**config.mk**
```make
export PLATFORM = sky130hd
export DESIGN_NAME = mcs_sequencer
export DESIGN_NICKNAME = d
export VERILOG_FILES = /design/src/inc/mcs_pkg.sv /design/src/core/mcs_sequencer.sv
export SDC_FILE = /design/constraint.sdc
export NUM_CORES = 2
export LEC_CHECK = 0
export CORE_MARGIN = 2
export CORE_UTILIZATION = 27
export CTS_CLUSTER_DIAMETER = 50
export DETAILED_ROUTE_END_ITERATION = 6
export DONT_BUFFER_PORTS = 1
export MAX_ROUTING_LAYER = met4
export PLACE_DENSITY = 0.49
export SLEW_MARGIN = 20
export SYNTH_ARGS = -nofsm -noshare
export SYNTH_HDL_FRONTEND = slang
export SYNTH_SLANG_ARGS = --single-unit
```
**constraint.sdc**
```tcl
create_clock -name clk -period 12.9 [get_ports clk]
set_input_delay 1.29 -clock clk [delete_from_list [all_inputs] [get_ports clk]]
set_output_delay 1.29 -clock clk [all_outputs]
set_load 0.01 [all_outputs]
```
**src/inc/mcs_pkg.sv**
```systemverilog
// constants, types and register layout for the measurement conversion sequencer
package mcs_pkg;
   // register byte offsets
   localparam logic [7:0] ADDR_SETUP = 8'h00;
   localparam logic [7:0] ADDR_CTIME = 8'h04;
   localparam logic [7:0] ADDR_TTIME = 8'h08;
   localparam logic [7:0] ADDR_TCOEF = 8'h0c;
   localparam logic [7:0] ADDR_CURR = 8'h10;
   localparam logic [7:0] ADDR_VBUS = 8'h14;
   localparam logic [7:0] ADDR_TEMP = 8'h18;
   localparam logic [7:0] ADDR_POWER = 8'h1c;
   localparam logic [7:0] ADDR_ENERGY = 8'h20;
   localparam logic [7:0] ADDR_CHARGE = 8'h24;
   localparam logic [7:0] ADDR_DIAG = 8'h28;
   // field positions
   localparam int SETUP_MODE_LSB = 0;
   localparam int SETUP_AVG_LSB = 3;
   localparam int CTIME_SHUNT_LSB = 0;
   localparam int CTIME_BUS_LSB = 16;
   localparam int TTIME_TEMP_LSB = 0;
   localparam int TTIME_DLY_LSB = 16;
   localparam int DIAG_DONE_BIT = 0;
   localparam int DIAG_ALERT_EN_BIT = 1;
   localparam int DIAG_ACC_VALID_BIT = 2;
   localparam int DIAG_BUSY_BIT = 3;
   // reset values
   localparam logic [2:0] MODE_RST = 3'h0;
   localparam logic [3:0] AVG_RST = 4'h0;
   localparam logic [12:0] CT_RST = 13'h041c;
   localparam logic [7:0] DLY_RST = 8'h00;
   localparam logic [15:0] TCOEF_RST = 16'h0000;
   // mode encoding: bit 2 continuous, bits 1:0 channel selection
   localparam logic [1:0] SEL_OFF = 2'h0;
   localparam logic [1:0] SEL_ALL = 2'h1;
   localparam logic [1:0] SEL_CUR = 2'h2;
   localparam logic [1:0] SEL_BUS = 2'h3;
   localparam logic [3:0] AVG_EXP_MAX = 4'ha;
   // timing
   localparam int CLK_PERIOD_NS = 10;
   localparam int US_NS = 1000;
   localparam int CYC_PER_US = (US_NS + CLK_PERIOD_NS - 1) / CLK_PERIOD_NS;
   localparam logic [12:0] CT_MIN_US = 13'd50;
   localparam logic [12:0] CT_MAX_US = 13'd4120;
   localparam logic [18:0] DLY_STEP_US = 19'd2000;
   localparam int TCOMP_SHIFT = 12;
   // widths
   localparam int SMP_W = 20;
   localparam int ACC_W = 30;

   typedef enum logic [1:0] {
      CH_TEMP = 2'b00,
      CH_SHUNT = 2'b01,
      CH_BUS = 2'b10
   } chan_type;

   typedef struct packed {
      logic run;
      chan_type chan;
      logic flt_clr;
      logic [12:0] ct_us;
   } adc_ctl_type;
endpackage

```
**src/core/mcs_sequencer.sv**
```systemverilog
// conversion sequencer, averaging and power/energy/charge engine
//
// Behaviour
// power uses latest current result and newest bus voltage after bus conversion
// averaging of one writes each result straight to its output register
// averaging adds samples per quantity, then loads averages and power together; power loads one cycle after the averages
// energy and charge accumulate once per cycle, never averaged; the code accumulates them in continuous mode only
// calculations run beside conversion and never lengthen the sequence
// temperature converts before every current and compensates that current
// mode selects current only, bus voltage only, or all channels
// each input has its own conversion time, 50 us to 4.12 ms
// current is ready after temperature plus shunt conversion times
// enabled inputs convert one after another through one converter
// output registers hold until a full new result; reads never disturb
// continuous mode repeats the whole sequence forever, updating each time
// triggered mode runs one sequence then shuts down until mode rewritten
// any mode write aborts the running sequence and restarts per new mode
// done flag sets only after all conversions and averaging complete
// done flag clears on diagnostic read or non-shutdown setup write
// energy and charge are marked invalid in triggered mode
// host picks continuous mode when accumulated energy must be trusted
// start delay 0 to 510 ms in 2 ms steps, zero by default
// filter follows selected conversion time and settles within one conversion
// averaging one to 1024 conversions, same count for every input
// registers stay accessible in shutdown; only a conversion mode leaves it
// done flag records completions regardless of alert enable
// done flag stays set until a clearing condition occurs
//
// The implementer's own choices: the register addresses and the plain strobed port.
`timescale 1ns/1ps
module mcs_sequencer #(
   parameter int unsigned US_CYCLES = mcs_pkg::CYC_PER_US
) (
   input wire logic clk,
   input wire logic resetn,
   input wire logic [7:0] addr,
   input wire logic [31:0] wdata,
   input wire logic wr_en,
   input wire logic rd_en,
   output logic [31:0] rdata_q,
   input wire logic [mcs_pkg::SMP_W-1:0] adc_sample,
   output mcs_pkg::adc_ctl_type adc_ctl_q,
   output logic shutdown_q,
   output logic done_q,
   output logic alert_en_q
);

   typedef enum logic [2:0] {
      ST_IDLE = 3'b000,
      ST_DELAY = 3'b001,
      ST_TEMP = 3'b010,
      ST_SHUNT = 3'b011,
      ST_BUS = 3'b100
   } mcs_state_type;

   localparam logic [15:0] PRE_LAST = 16'(US_CYCLES - 1);

   // channel of a conversion state
   function automatic mcs_pkg::chan_type st2ch(input mcs_state_type s);
      st2ch = (s == ST_SHUNT) ? mcs_pkg::CH_SHUNT :
              (s == ST_BUS) ? mcs_pkg::CH_BUS : mcs_pkg::CH_TEMP;
   endfunction

   // limit conversion time to the supported range
   function automatic logic [12:0] ct_clamp(input logic [12:0] v);
      ct_clamp = (v < mcs_pkg::CT_MIN_US) ? mcs_pkg::CT_MIN_US :
                 (v > mcs_pkg::CT_MAX_US) ? mcs_pkg::CT_MAX_US : v;
   endfunction

   function automatic logic is_conv(input mcs_state_type s);
      is_conv = (s == ST_TEMP) || (s == ST_SHUNT) || (s == ST_BUS);
   endfunction

   function automatic logic [mcs_pkg::ACC_W-1:0] sext(input logic [mcs_pkg::SMP_W-1:0] v);
      sext = {{(mcs_pkg::ACC_W - mcs_pkg::SMP_W){v[mcs_pkg::SMP_W-1]}}, v};
   endfunction

   mcs_state_type st_q, st_d;
   logic [2:0] mode_q;
   logic [3:0] avg_q;
   logic [12:0] ct_s_q, ct_b_q, ct_t_q;
   logic [7:0] dly_q;
   logic signed [15:0] tcoef_q;
   logic [18:0] tmr_q, ld_val;
   logic [15:0] pre_q;
   logic ld;
   logic [10:0] rnd_q;
   logic signed [mcs_pkg::SMP_W-1:0] last_temp_q;
   logic signed [mcs_pkg::ACC_W-1:0] acc_q [0:2];
   logic signed [mcs_pkg::ACC_W-1:0] sum_q [0:2];
   logic signed [mcs_pkg::ACC_W-1:0] acc_sum_w [0:2];
   logic [mcs_pkg::SMP_W-1:0] res_q [0:2];
   logic [31:0] power_q, energy_q, charge_q;
   logic p1_q, p2_q, p3_q;
   logic valid_q;

   // bus decode
   wire setup_wr = wr_en && (addr == mcs_pkg::ADDR_SETUP);
   wire ctime_wr = wr_en && (addr == mcs_pkg::ADDR_CTIME);
   wire ttime_wr = wr_en && (addr == mcs_pkg::ADDR_TTIME);
   wire tcoef_wr = wr_en && (addr == mcs_pkg::ADDR_TCOEF);
   wire diag_wr = wr_en && (addr == mcs_pkg::ADDR_DIAG);
   wire diag_rd = rd_en && (addr == mcs_pkg::ADDR_DIAG);
   wire [2:0] wmode = wdata[mcs_pkg::SETUP_MODE_LSB +: 3];

   // channel enables from the mode field
   wire [1:0] sel = mode_q[1:0];
   wire cur_en = (sel == mcs_pkg::SEL_ALL) || (sel == mcs_pkg::SEL_CUR);
   wire bus_en = (sel == mcs_pkg::SEL_ALL) || (sel == mcs_pkg::SEL_BUS);
   wire cont = mode_q[2];
   wire [3:0] avg_exp = (avg_q > mcs_pkg::AVG_EXP_MAX) ? mcs_pkg::AVG_EXP_MAX : avg_q;
   wire [10:0] rnd_last = (11'h001 << avg_exp) - 11'h001;
   wire immediate = (avg_exp == 4'h0);

   // per-input conversion times
   wire [12:0] ct_t = ct_clamp(ct_t_q);
   wire [12:0] ct_s = ct_clamp(ct_s_q);
   wire [12:0] ct_b = ct_clamp(ct_b_q);
   wire [12:0] ct_first = cur_en ? ct_t : ct_b;
   wire [18:0] dly_us = 19'(dly_q) * mcs_pkg::DLY_STEP_US;

   // sequence timing
   wire us_tick = (pre_q == PRE_LAST);
   wire tmr_zero = (tmr_q == 19'h00000);
   wire conv_end = is_conv(st_q) && tmr_zero;
   wire last_ch = (st_q == ST_BUS) || ((st_q == ST_SHUNT) && !bus_en);
   wire round_end = conv_end && last_ch;
   wire final_round = round_end && (rnd_q == rnd_last);
   wire mcs_state_type first_st = cur_en ? ST_TEMP : ST_BUS;
   wire mcs_pkg::chan_type cur_ch = st2ch(st_q);

   // temperature compensation of the shunt sample
   wire signed [mcs_pkg::SMP_W-1:0] smp = adc_sample;
   wire signed [35:0] tprod = last_temp_q * tcoef_q;
   wire signed [mcs_pkg::SMP_W-1:0] tcorr = tprod[mcs_pkg::TCOMP_SHIFT +: mcs_pkg::SMP_W];
   wire signed [mcs_pkg::SMP_W-1:0] comp = smp - tcorr;
   wire [mcs_pkg::SMP_W-1:0] in_w = (cur_ch == mcs_pkg::CH_SHUNT) ? comp : smp;

   // power from stored current and voltage
   wire signed [39:0] pprod = $signed(res_q[1]) * $signed(res_q[2]);
   wire [31:0] cur32 = {{(32 - mcs_pkg::SMP_W){res_q[1][mcs_pkg::SMP_W-1]}}, res_q[1]};

   // next state and timer loads
   always_comb begin
      st_d = st_q;
      ld = 1'b0;
      ld_val = 19'h00000;
      if (setup_wr) begin
         if (wmode[1:0] == mcs_pkg::SEL_OFF) begin
            st_d = ST_IDLE;
         end else begin
            st_d = ST_DELAY;
            ld = 1'b1;
            ld_val = dly_us;
         end
      end else begin
         unique case (st_q)
            ST_IDLE: begin
               st_d = ST_IDLE;
            end
            ST_DELAY: begin
               if (tmr_zero) begin
                  st_d = first_st;
                  ld = 1'b1;
                  ld_val = {6'h00, ct_first};
               end
            end
            ST_TEMP: begin
               if (tmr_zero) begin
                  st_d = ST_SHUNT;
                  ld = 1'b1;
                  ld_val = {6'h00, ct_s};
               end
            end
            ST_SHUNT, ST_BUS: begin
               if (tmr_zero) begin
                  if ((st_q == ST_SHUNT) && bus_en) begin
                     st_d = ST_BUS;
                     ld = 1'b1;
                     ld_val = {6'h00, ct_b};
                  end else if (final_round && !cont) begin
                     st_d = ST_IDLE;
                  end else begin
                     st_d = first_st;
                     ld = 1'b1;
                     ld_val = {6'h00, ct_first};
                  end
               end
            end
            default: begin
               st_d = ST_IDLE;
            end
         endcase
      end
   end

   // state register
   always_ff @(posedge clk or negedge resetn) begin
      if (!resetn) begin
         st_q <= ST_IDLE;
      end else begin
         st_q <= st_d;
      end
   end

   // microsecond timer, restarted at every state load
   always_ff @(posedge clk or negedge resetn) begin
      if (!resetn) begin
         tmr_q <= 19'h00000;
         pre_q <= 16'h0000;
      end else if (ld) begin
         tmr_q <= ld_val;
         pre_q <= 16'h0000;
      end else if (us_tick) begin
         pre_q <= 16'h0000;
         if (!tmr_zero) begin
            tmr_q <= tmr_q - 19'h00001;
         end
      end else begin
         pre_q <= pre_q + 16'h0001;
      end
   end

   // converter control toward the analog side and filter
   always_ff @(posedge clk or negedge resetn) begin
      if (!resetn) begin
         adc_ctl_q <= '0;
         shutdown_q <= 1'b1;
      end else begin
         adc_ctl_q.run <= is_conv(st_d);
         adc_ctl_q.chan <= st2ch(st_d);
         adc_ctl_q.flt_clr <= ld && is_conv(st_d);
         adc_ctl_q.ct_us <= (st2ch(st_d) == mcs_pkg::CH_SHUNT) ? ct_s :
                            (st2ch(st_d) == mcs_pkg::CH_BUS) ? ct_b : ct_t;
         shutdown_q <= (st_d == ST_IDLE);
      end
   end

   // averaging round counter
   always_ff @(posedge clk or negedge resetn) begin
      if (!resetn) begin
         rnd_q <= 11'h000;
      end else if (setup_wr || final_round) begin
         rnd_q <= 11'h000;
      end else if (round_end) begin
         rnd_q <= rnd_q + 11'h001;
      end
   end

   // temperature seen just before the current conversion
   always_ff @(posedge clk or negedge resetn) begin
      if (!resetn) begin
         last_temp_q <= '0;
      end else if (conv_end && (cur_ch == mcs_pkg::CH_TEMP)) begin
         last_temp_q <= smp;
      end
   end

   // per-quantity accumulators and results
   generate
      for (genvar c = 0; c < 3; c++) begin : g_ch
         wire hit = conv_end && (cur_ch == mcs_pkg::chan_type'(c));
         wire signed [mcs_pkg::ACC_W-1:0] shifted = sum_q[c] >>> avg_exp;
         wire ch_en = (c == 2) ? bus_en : cur_en;
         assign acc_sum_w[c] = acc_q[c] + (hit ? sext(in_w) : '0);

         // accumulator adds each sample until the count is reached
         always_ff @(posedge clk or negedge resetn) begin
            if (!resetn) begin
               acc_q[c] <= '0;
               sum_q[c] <= '0;
            end else if (setup_wr) begin
               acc_q[c] <= '0;
            end else if (final_round) begin
               acc_q[c] <= '0;
               sum_q[c] <= acc_sum_w[c];
            end else if (hit) begin
               acc_q[c] <= acc_sum_w[c];
            end
         end

         // output register, held until a complete new value
         always_ff @(posedge clk or negedge resetn) begin
            if (!resetn) begin
               res_q[c] <= '0;
            end else if (immediate && hit) begin
               res_q[c] <= in_w;
            end else if (!immediate && p1_q && ch_en) begin
               res_q[c] <= shifted[mcs_pkg::SMP_W-1:0];
            end
         end
      end
   endgenerate

   // background pipeline: load, power, then accumulate and flag
   always_ff @(posedge clk or negedge resetn) begin
      if (!resetn) begin
         p1_q <= 1'b0;
         p2_q <= 1'b0;
         p3_q <= 1'b0;
      end else begin
         p1_q <= final_round && !setup_wr;
         p2_q <= p1_q && !setup_wr;
         p3_q <= p2_q && !setup_wr;
      end
   end

   // power after the newest bus voltage result
   always_ff @(posedge clk or negedge resetn) begin
      if (!resetn) begin
         power_q <= 32'h00000000;
      end else if (p2_q && bus_en) begin
         power_q <= pprod[39:8];
      end
   end

   // energy and charge, once per completed cycle, continuous only
   always_ff @(posedge clk or negedge resetn) begin
      if (!resetn) begin
         energy_q <= 32'h00000000;
         charge_q <= 32'h00000000;
      end else if (p3_q && cont) begin
         if (bus_en) begin
            energy_q <= energy_q + power_q;
         end
         if (cur_en) begin
            charge_q <= charge_q + cur32;
         end
      end
   end

   // accumulators trusted only after a continuous start
   always_ff @(posedge clk or negedge resetn) begin
      if (!resetn) begin
         valid_q <= 1'b0;
      end else if (setup_wr && (wmode[1:0] != mcs_pkg::SEL_OFF)) begin
         valid_q <= wmode[2];
      end
   end

   // done flag: set wins over clear
   wire done_clr = diag_rd || (setup_wr && (wmode[1:0] != mcs_pkg::SEL_OFF));
   always_ff @(posedge clk or negedge resetn) begin
      if (!resetn) begin
         done_q <= 1'b0;
      end else begin
         done_q <= p3_q || (done_q && !done_clr);
      end
   end

   // configuration registers, writable in any state
   always_ff @(posedge clk or negedge resetn) begin
      if (!resetn) begin
         mode_q <= mcs_pkg::MODE_RST;
         avg_q <= mcs_pkg::AVG_RST;
         ct_s_q <= mcs_pkg::CT_RST;
         ct_b_q <= mcs_pkg::CT_RST;
         ct_t_q <= mcs_pkg::CT_RST;
         dly_q <= mcs_pkg::DLY_RST;
         tcoef_q <= mcs_pkg::TCOEF_RST;
         alert_en_q <= 1'b0;
      end else begin
         if (setup_wr) begin
            mode_q <= wmode;
            avg_q <= wdata[mcs_pkg::SETUP_AVG_LSB +: 4];
         end
         if (ctime_wr) begin
            ct_s_q <= wdata[mcs_pkg::CTIME_SHUNT_LSB +: 13];
            ct_b_q <= wdata[mcs_pkg::CTIME_BUS_LSB +: 13];
         end
         if (ttime_wr) begin
            ct_t_q <= wdata[mcs_pkg::TTIME_TEMP_LSB +: 13];
            dly_q <= wdata[mcs_pkg::TTIME_DLY_LSB +: 8];
         end
         if (tcoef_wr) begin
            tcoef_q <= wdata[15:0];
         end
         if (diag_wr) begin
            alert_en_q <= wdata[mcs_pkg::DIAG_ALERT_EN_BIT];
         end
      end
   end

   // read selection
   wire [31:0] diag_w = {28'h0000000, (st_q != ST_IDLE), valid_q, alert_en_q, done_q};
   wire [31:0] rd_w =
      (addr == mcs_pkg::ADDR_SETUP) ? {25'h0000000, avg_q, mode_q} :
      (addr == mcs_pkg::ADDR_CTIME) ? {3'h0, ct_b_q, 3'h0, ct_s_q} :
      (addr == mcs_pkg::ADDR_TTIME) ? {8'h00, dly_q, 3'h0, ct_t_q} :
      (addr == mcs_pkg::ADDR_TCOEF) ? {16'h0000, tcoef_q} :
      (addr == mcs_pkg::ADDR_CURR) ? cur32 :
      (addr == mcs_pkg::ADDR_VBUS) ? {12'h000, res_q[2]} :
      (addr == mcs_pkg::ADDR_TEMP) ? {{12{res_q[0][19]}}, res_q[0]} :
      (addr == mcs_pkg::ADDR_POWER) ? power_q :
      (addr == mcs_pkg::ADDR_ENERGY) ? energy_q :
      (addr == mcs_pkg::ADDR_CHARGE) ? charge_q :
      (addr == mcs_pkg::ADDR_DIAG) ? diag_w : 32'h00000000;

   // read data one cycle after the strobe; no side effect on conversion
   always_ff @(posedge clk or negedge resetn) begin
      if (!resetn) begin
         rdata_q <= 32'h00000000;
      end else if (rd_en) begin
         rdata_q <= rd_w;
      end else begin
         rdata_q <= 32'h00000000;
      end
   end

endmodule

```
# Yosys cells after proc, flatten, opt, wreduce, memory -nomap -nowiden
# Index checks and enable logic that the tools add are counted.
classes:
  n_addsub: 10
  mul: 3
  order_cmp: 7
  eq_ne: 27
  shift: 4
  n_mux: 76
  n_bitwise: 1
  n_reduce_logical: 66
ops:
  columns: ["cell", "count"]
  rows:
  - ["30-bit two-way mux", 12]
  - ["32-bit two-way mux", 11]
  - ["13-bit two-way mux", 14]
  - ["20-bit two-way mux", 7]
  - ["19-bit two-way mux", 5]
  - ["30-bit adder", 3]
  - ["30-bit by 4-bit >>> shifter with 20-bit output", 3]
  - ["32-bit adder", 2]
  - ["20-bit by 20-bit multiplier with 40-bit output", 1]
  - ["13-bit greater-than comparator, second input constant", 3]
  - ["13-bit by 6-bit less-than comparator with 1-bit output, second input constant", 3]
  - ["13-bit one-hot mux with 3 select lines", 1]
  - ["8-bit by 5-bit == test with 1-bit output, second input constant", 4]
  - ["20-bit by 16-bit multiplier with 32-bit output", 1]
  - ["16-bit two-way mux", 2]
  - ["1-bit logical AND", 29]
  - ["8-bit by 6-bit == test with 1-bit output, second input constant", 3]
  - ["11-bit two-way mux", 2]
  - ["3-bit two-way mux", 7]
  - ["20-bit subtractor", 1]
  - ["19-bit logical NOT", 1]
  - ["19-bit by 1-bit subtractor with 19-bit output, second input constant", 1]
  - ["16-bit by 1-bit adder with 16-bit output, second input constant", 1]
  - ["16-bit by 7-bit == test with 1-bit output, second input constant", 1]
  - ["other kinds (30)", 76]
word_totals:
  ff_bits: 531
  input_bits: 64
  out_inout_bits: 52
  elab_cells: 230

# Depth between registers and ports, before layout
depth:
  depth_word: 19
  depth_mapped: 48
  mapped_depth_nobuf: 47

# Least setup slack after synthesis
# OpenSTA, ideal clock, no wires.
synth_path:
  path_kind: "register to register"
  start: "register last_temp_q[10] in the netlist's numbering"
  end: "register acc_q[86] in the netlist's numbering"
  setup_ps: 132
  arrival_time_ps: 9849
  required_time_ps: 12768
  setup_slack_ps: 2919
  path_stages_with_launch: 45
  path_buffers: 1
  synth_period_minus_slack_ps: 9981
  path_cell_list: "dfrtp_1 clkbuf_1 nand2_1 fa_1 fa_1 fa_1 fa_1 inv_1 fa_1 inv_1 fa_1 inv_1 ha_1 o21ai_0 o22ai_2 o21a_1 o21a_1 nor3_1 [9 not listed] a21o_1 a21oi_1 xor2_1 nor2_1 a21oi_1 nor2_1 ha_1 a21o_1 a21oi_1 inv_1 a21oi_1 a21boi_0 o41a_1 or3_1 o41ai_1 nand2_1 xor2_1 nor2_1"
synth_via:
  elab_chain_cells: 8
synth_lines:
  columns: ["item", "line", "text"]
  rows:
  - ["start, declared", "mcs_sequencer.sv:88", "logic signed [mcs_pkg::SMP_W-1:0] last_temp_q;"]
  - ["start signal, assigned", "mcs_sequencer.sv:255", "last_temp_q <= smp;"]
  - ["20-bit by 16-bit multiplier with 32-bit output", "mcs_sequencer.sv:134", "wire signed [35:0] tprod = last_temp_q * tcoef_q;"]
  - ["20-bit subtractor", "mcs_sequencer.sv:136", "wire signed [mcs_pkg::SMP_W-1:0] comp = smp - tcorr;"]
  - ["20-bit two-way mux", "mcs_sequencer.sv:137", "wire [mcs_pkg::SMP_W-1:0] in_w = (cur_ch == mcs_pkg::CH_SHUNT) ? comp : smp;"]
  - ["30-bit two-way mux", "mcs_sequencer.sv:265", "assign acc_sum_w[c] = acc_q[c] + (hit ? sext(in_w) : '0);"]
  - ["30-bit adder", "mcs_sequencer.sv:265", null]
  - ["30-bit two-way mux", "mcs_sequencer.sv:277", "end else if (hit) begin"]
  - ["30-bit two-way mux", "mcs_sequencer.sv:274", "end else if (final_round) begin"]
  - ["30-bit two-way mux", "mcs_sequencer.sv:272", "end else if (setup_wr) begin"]
  - ["end signal, assigned by index", "mcs_sequencer.sv:278", "acc_q[c] <= acc_sum_w[c];"]
  - ["end, declared", "mcs_sequencer.sv:89", "logic signed [mcs_pkg::ACC_W-1:0] acc_q [0:2];"]
# No other way between the ends. The select of a mux whose other input is x is not followed.
# A chain may end at the register's enable or synchronous reset.

# Worst setup path after layout
layout_path:
  start: "register tcoef_q[3]"
  end: "register acc_q[86] in the netlist's numbering"
layout_via:
  elab_chain_cells: 8
layout_lines:
  columns: ["item", "line", "text"]
  rows:
  - ["start, declared", "mcs_sequencer.sv:83", "logic signed [15:0] tcoef_q;"]
  - ["start signal, assigned", "mcs_sequencer.sv:360", "tcoef_q <= mcs_pkg::TCOEF_RST;"]
  - ["start signal, assigned", "mcs_sequencer.sv:376", "tcoef_q <= wdata[15:0];"]
  - ["20-bit by 16-bit multiplier with 32-bit output", "mcs_sequencer.sv:134", null]
  - ["20-bit subtractor", "mcs_sequencer.sv:136", null]
  - ["20-bit two-way mux", "mcs_sequencer.sv:137", null]
  - ["30-bit two-way mux", "mcs_sequencer.sv:265", null]
  - ["30-bit adder", "mcs_sequencer.sv:265", null]
  - ["30-bit two-way mux", "mcs_sequencer.sv:277", null]
  - ["30-bit two-way mux", "mcs_sequencer.sv:274", null]
  - ["30-bit two-way mux", "mcs_sequencer.sv:272", null]
# No other way between the ends. The select of a mux whose other input is x is not followed.

==> flow_summary.yaml <==
synth:
  ys_async_sr_fraction: 1.00
  synth_nets: 7801
  synth_cells: 6640
  synthTopCellsByCount: "nand2_1, inv_1, fa_1"
  netlist_area_sq_um: 59800
  synth_top_area_frac: 0.245
  synth_cell_type_count: 95
  yosysMostFrequentCell: "nand2_1"
  synth.avg_cell_area_sq_um: 9.00
  synth-edff-count: 0
  synth_largest_area_cell: "fa_1"
  yosysSeqAreaShare: 0.223
  synth.area.top_cells: "fa_1, dfrtp_1, ha_1"
  ys_warn_count: 0
  ys_ff_latch: 531
  ys.flop_type: "dfrtp_1"
pwr:
  leakage_nw: 31.3
  power_density_nw_per_um2: 235
  vdd_drop_max_uv: 579
drt:
  vias: 46600
  wirelength_microns: 190000
  wl_per_cell_microns: 19.9
  detail-route-antenna-nets: 0
  drc: 0
  first_iter_violations: 3054
  detail_route.vias_per_cell: 4.89
  dr.pass1.iters: 6
final_layout:
  utilization: 0.301
  syn_to_final_growth_pct: 10.8
  fillers: 23400
  layout-drive-gt1-share: 0.0742
  nets: 7665
  design_area_sq_um: 66200
floorplan:
  die_area_sq_um: 225000
  floorplan.initialDensity: 0.272
  io_pins: 116
  rows: 172
  die_w_microns: 475
  core_sq_um: 220000
  die_height_microns: 475
setup_path:
  required_ns: 13.44
  critPathSlowestCell: "dfrtp_1"
  critical_path_class: "reg2reg"
  start_kind: "register"
  r2r_cells: 44
  max_stage_delay_ns: 1.02
  path_max_fanout: 22
  critPathArrivalTime_ns: 12.30
  endpoint_kind: "register"
status:
  status: "completed"
placement:
  dp_worst_setup_slack_ns: 1.23
  hpwl_microns: 146000
  gp_congestion: 0.883
  placed_cell_area_sq_um: 63200
  port_buffers: 0
timing:
  slew_headroom: 0.198
  fin_setup_tns_ns: 0
  rsz0062_at_grt: "no"
  finalCritPeriodShare: 0.911
  hold_viol_final: 0
  worst_pin_slew_ns: 1.20
  period_needed_ns: 11.76
  fin_ws_ns: 1.14
  fmax_ghz: 0.0851
  fin_skew_ns: 0.0519
  setup_violations: 0
  maxSlewViolCount: 0
  hold-worst-slack_ns: 0.276
cts:
  cts_hold_buf: 0
  clkTransAtPathRegs_ns: 0.06
  cts_tree: "built"
  cts.sink_count: 531
  cts_setup_buffers: 0
  cts_buffer_depth: 3
  ctsResizeCount: 0
  htree_num_levels: 3
  clk_latency_ns: 0.71
  cts_root_buffer: "clkbuf_16"
  cts_buffers: 84
global_routing:
  grt_overflow_total: 0
  grt_max_degree: 532
  antenna_found_initial: 11
  grt_use_total: 0.174
  grt_pass1_vias: 48600
  grt_pass1_wl_microns: 296000
flow_run:
  maxCapViolCount: 0
min_path:
  min_path_type: "in2async"
## metal layers
layer  track usage  up-vias  wire [microns]
met5             -        -               0
met4        0.0359        0            3850
met3        0.0209      211            9610
met2         0.276     1151           87200
met1         0.239    23800           89200
li1              -    21500               -
## final cells by class
type | count | area (sq um) | share of cell area
multi-input combinational | 4938 | 42200 | 0.636
sequential | 531 | 13300 | 0.201
tap | 2958 | 3700 | 0.0559
inverter | 832 | 3120 | 0.0471
clock buffer | 94 | 2190 | 0.0331
timing repair buffer | 117 | 938 | 0.0142
clock inverter | 63 | 788 | 0.0119
antenna | 8 | 20.0 | 0.000302
## path summary, 6_finish.rpt
| kind | endpoint | start | slack [ns] |
|---|---|---|---|
| max in group asynchronous | acc_q[57] | resetn | 11.00 |
| hold reg to reg | sum_q[30] | sum_q[30] | 0.47 |
| setup / recovery | acc_q[86] | tcoef_q[3] | 1.14 |
| hold / removal | pre_q[7] | resetn | 0.28 |
| min in group clk | sum_q[30] | sum_q[30] | 0.47 |
| setup reg to reg | acc_q[86] | tcoef_q[3] | 1.14 |
## state kept, by name, indices dropped and copies added (netlist names), 11 cells and up
signal       count
charge_q        32
power_q         32
tmr_q           19
ct_b_q          13
cur32           20
ct_s_q          13
adc_ctl_q       17
ct_t_q          13
rdata_q         32
rnd_q           11
sum_q           90
acc_q           90
energy_q        32
res_q           40
last_temp_q     20
tcoef_q         16
pre_q           16
## stage by stage
stage / power, W / instances
floorplan: 0.0105 / 6640
global placement: 0.0133 / 9373
detailed placement: 0.0133 / 9373
CTS: 0.0159 / 9530
global route: 0.0174 / 9536
finish: 0.0156 / 9541
## critical path, delay by kind of cell, from the launching register on
family / cells / cell delay [ns]
AOI/OAI and AO/OA: 21 / 4.70
xor gates and xnor gates: 2 / 0.38
adders and majority gates: 9 / 3.99
buffers and inverters: 4 / 0.23
DFF: 1 / 1.02
and+or+nand+nor: 8 / 1.23
## where the power goes
part	leakage, nW	internal, W	total [W]	switching (W)
combinational	22.9	0.00496	0.0113	0.00636
clock	1.44	0.00143	0.00242	0.000986
sequential	6.91	0.00172	0.00184	0.000115
## layout by cell type, fill, tap and decap left out, drive strengths merged, types with 20 or more instances in the layout
cell	Yosys	routed
inv	831	856
nand2	831	831
fa	731	731
dfrtp	518	518
nor2	459	459
o21ai	382	382
ha	366	366
a21oi	352	352
and2	319	319
mux2i	177	177
xnor2	167	167
xor2	130	130
buf	30	117
mux2	94	94
clkbuf	309	94
a21o	92	92
a22oi	73	73
nand2b	72	72
nor3	69	69
nand3	64	64
o21a	41	41
a211oi	38	38
or3	37	37
a31oi	35	35
and3	35	35
or2	31	31
nor2b	29	29
clkinv	1	23
o221ai	21	21
o211ai	20	20
o21bai	20	20
a21boi	20	20
## kinds of logic after synthesis
group,count (synthesis),share of synthesized area
AOI/OAI and AO/OA,1228,0.127
buffers and inverters,1171,0.0739
muxes,287,0.0534
DFF,531,0.223
and+or+nand+nor,2027,0.157
adders and majority gates,1097,0.321
xor gates and xnor gates,299,0.0443
No activity file was read; power rests on OpenSTA's default activity.
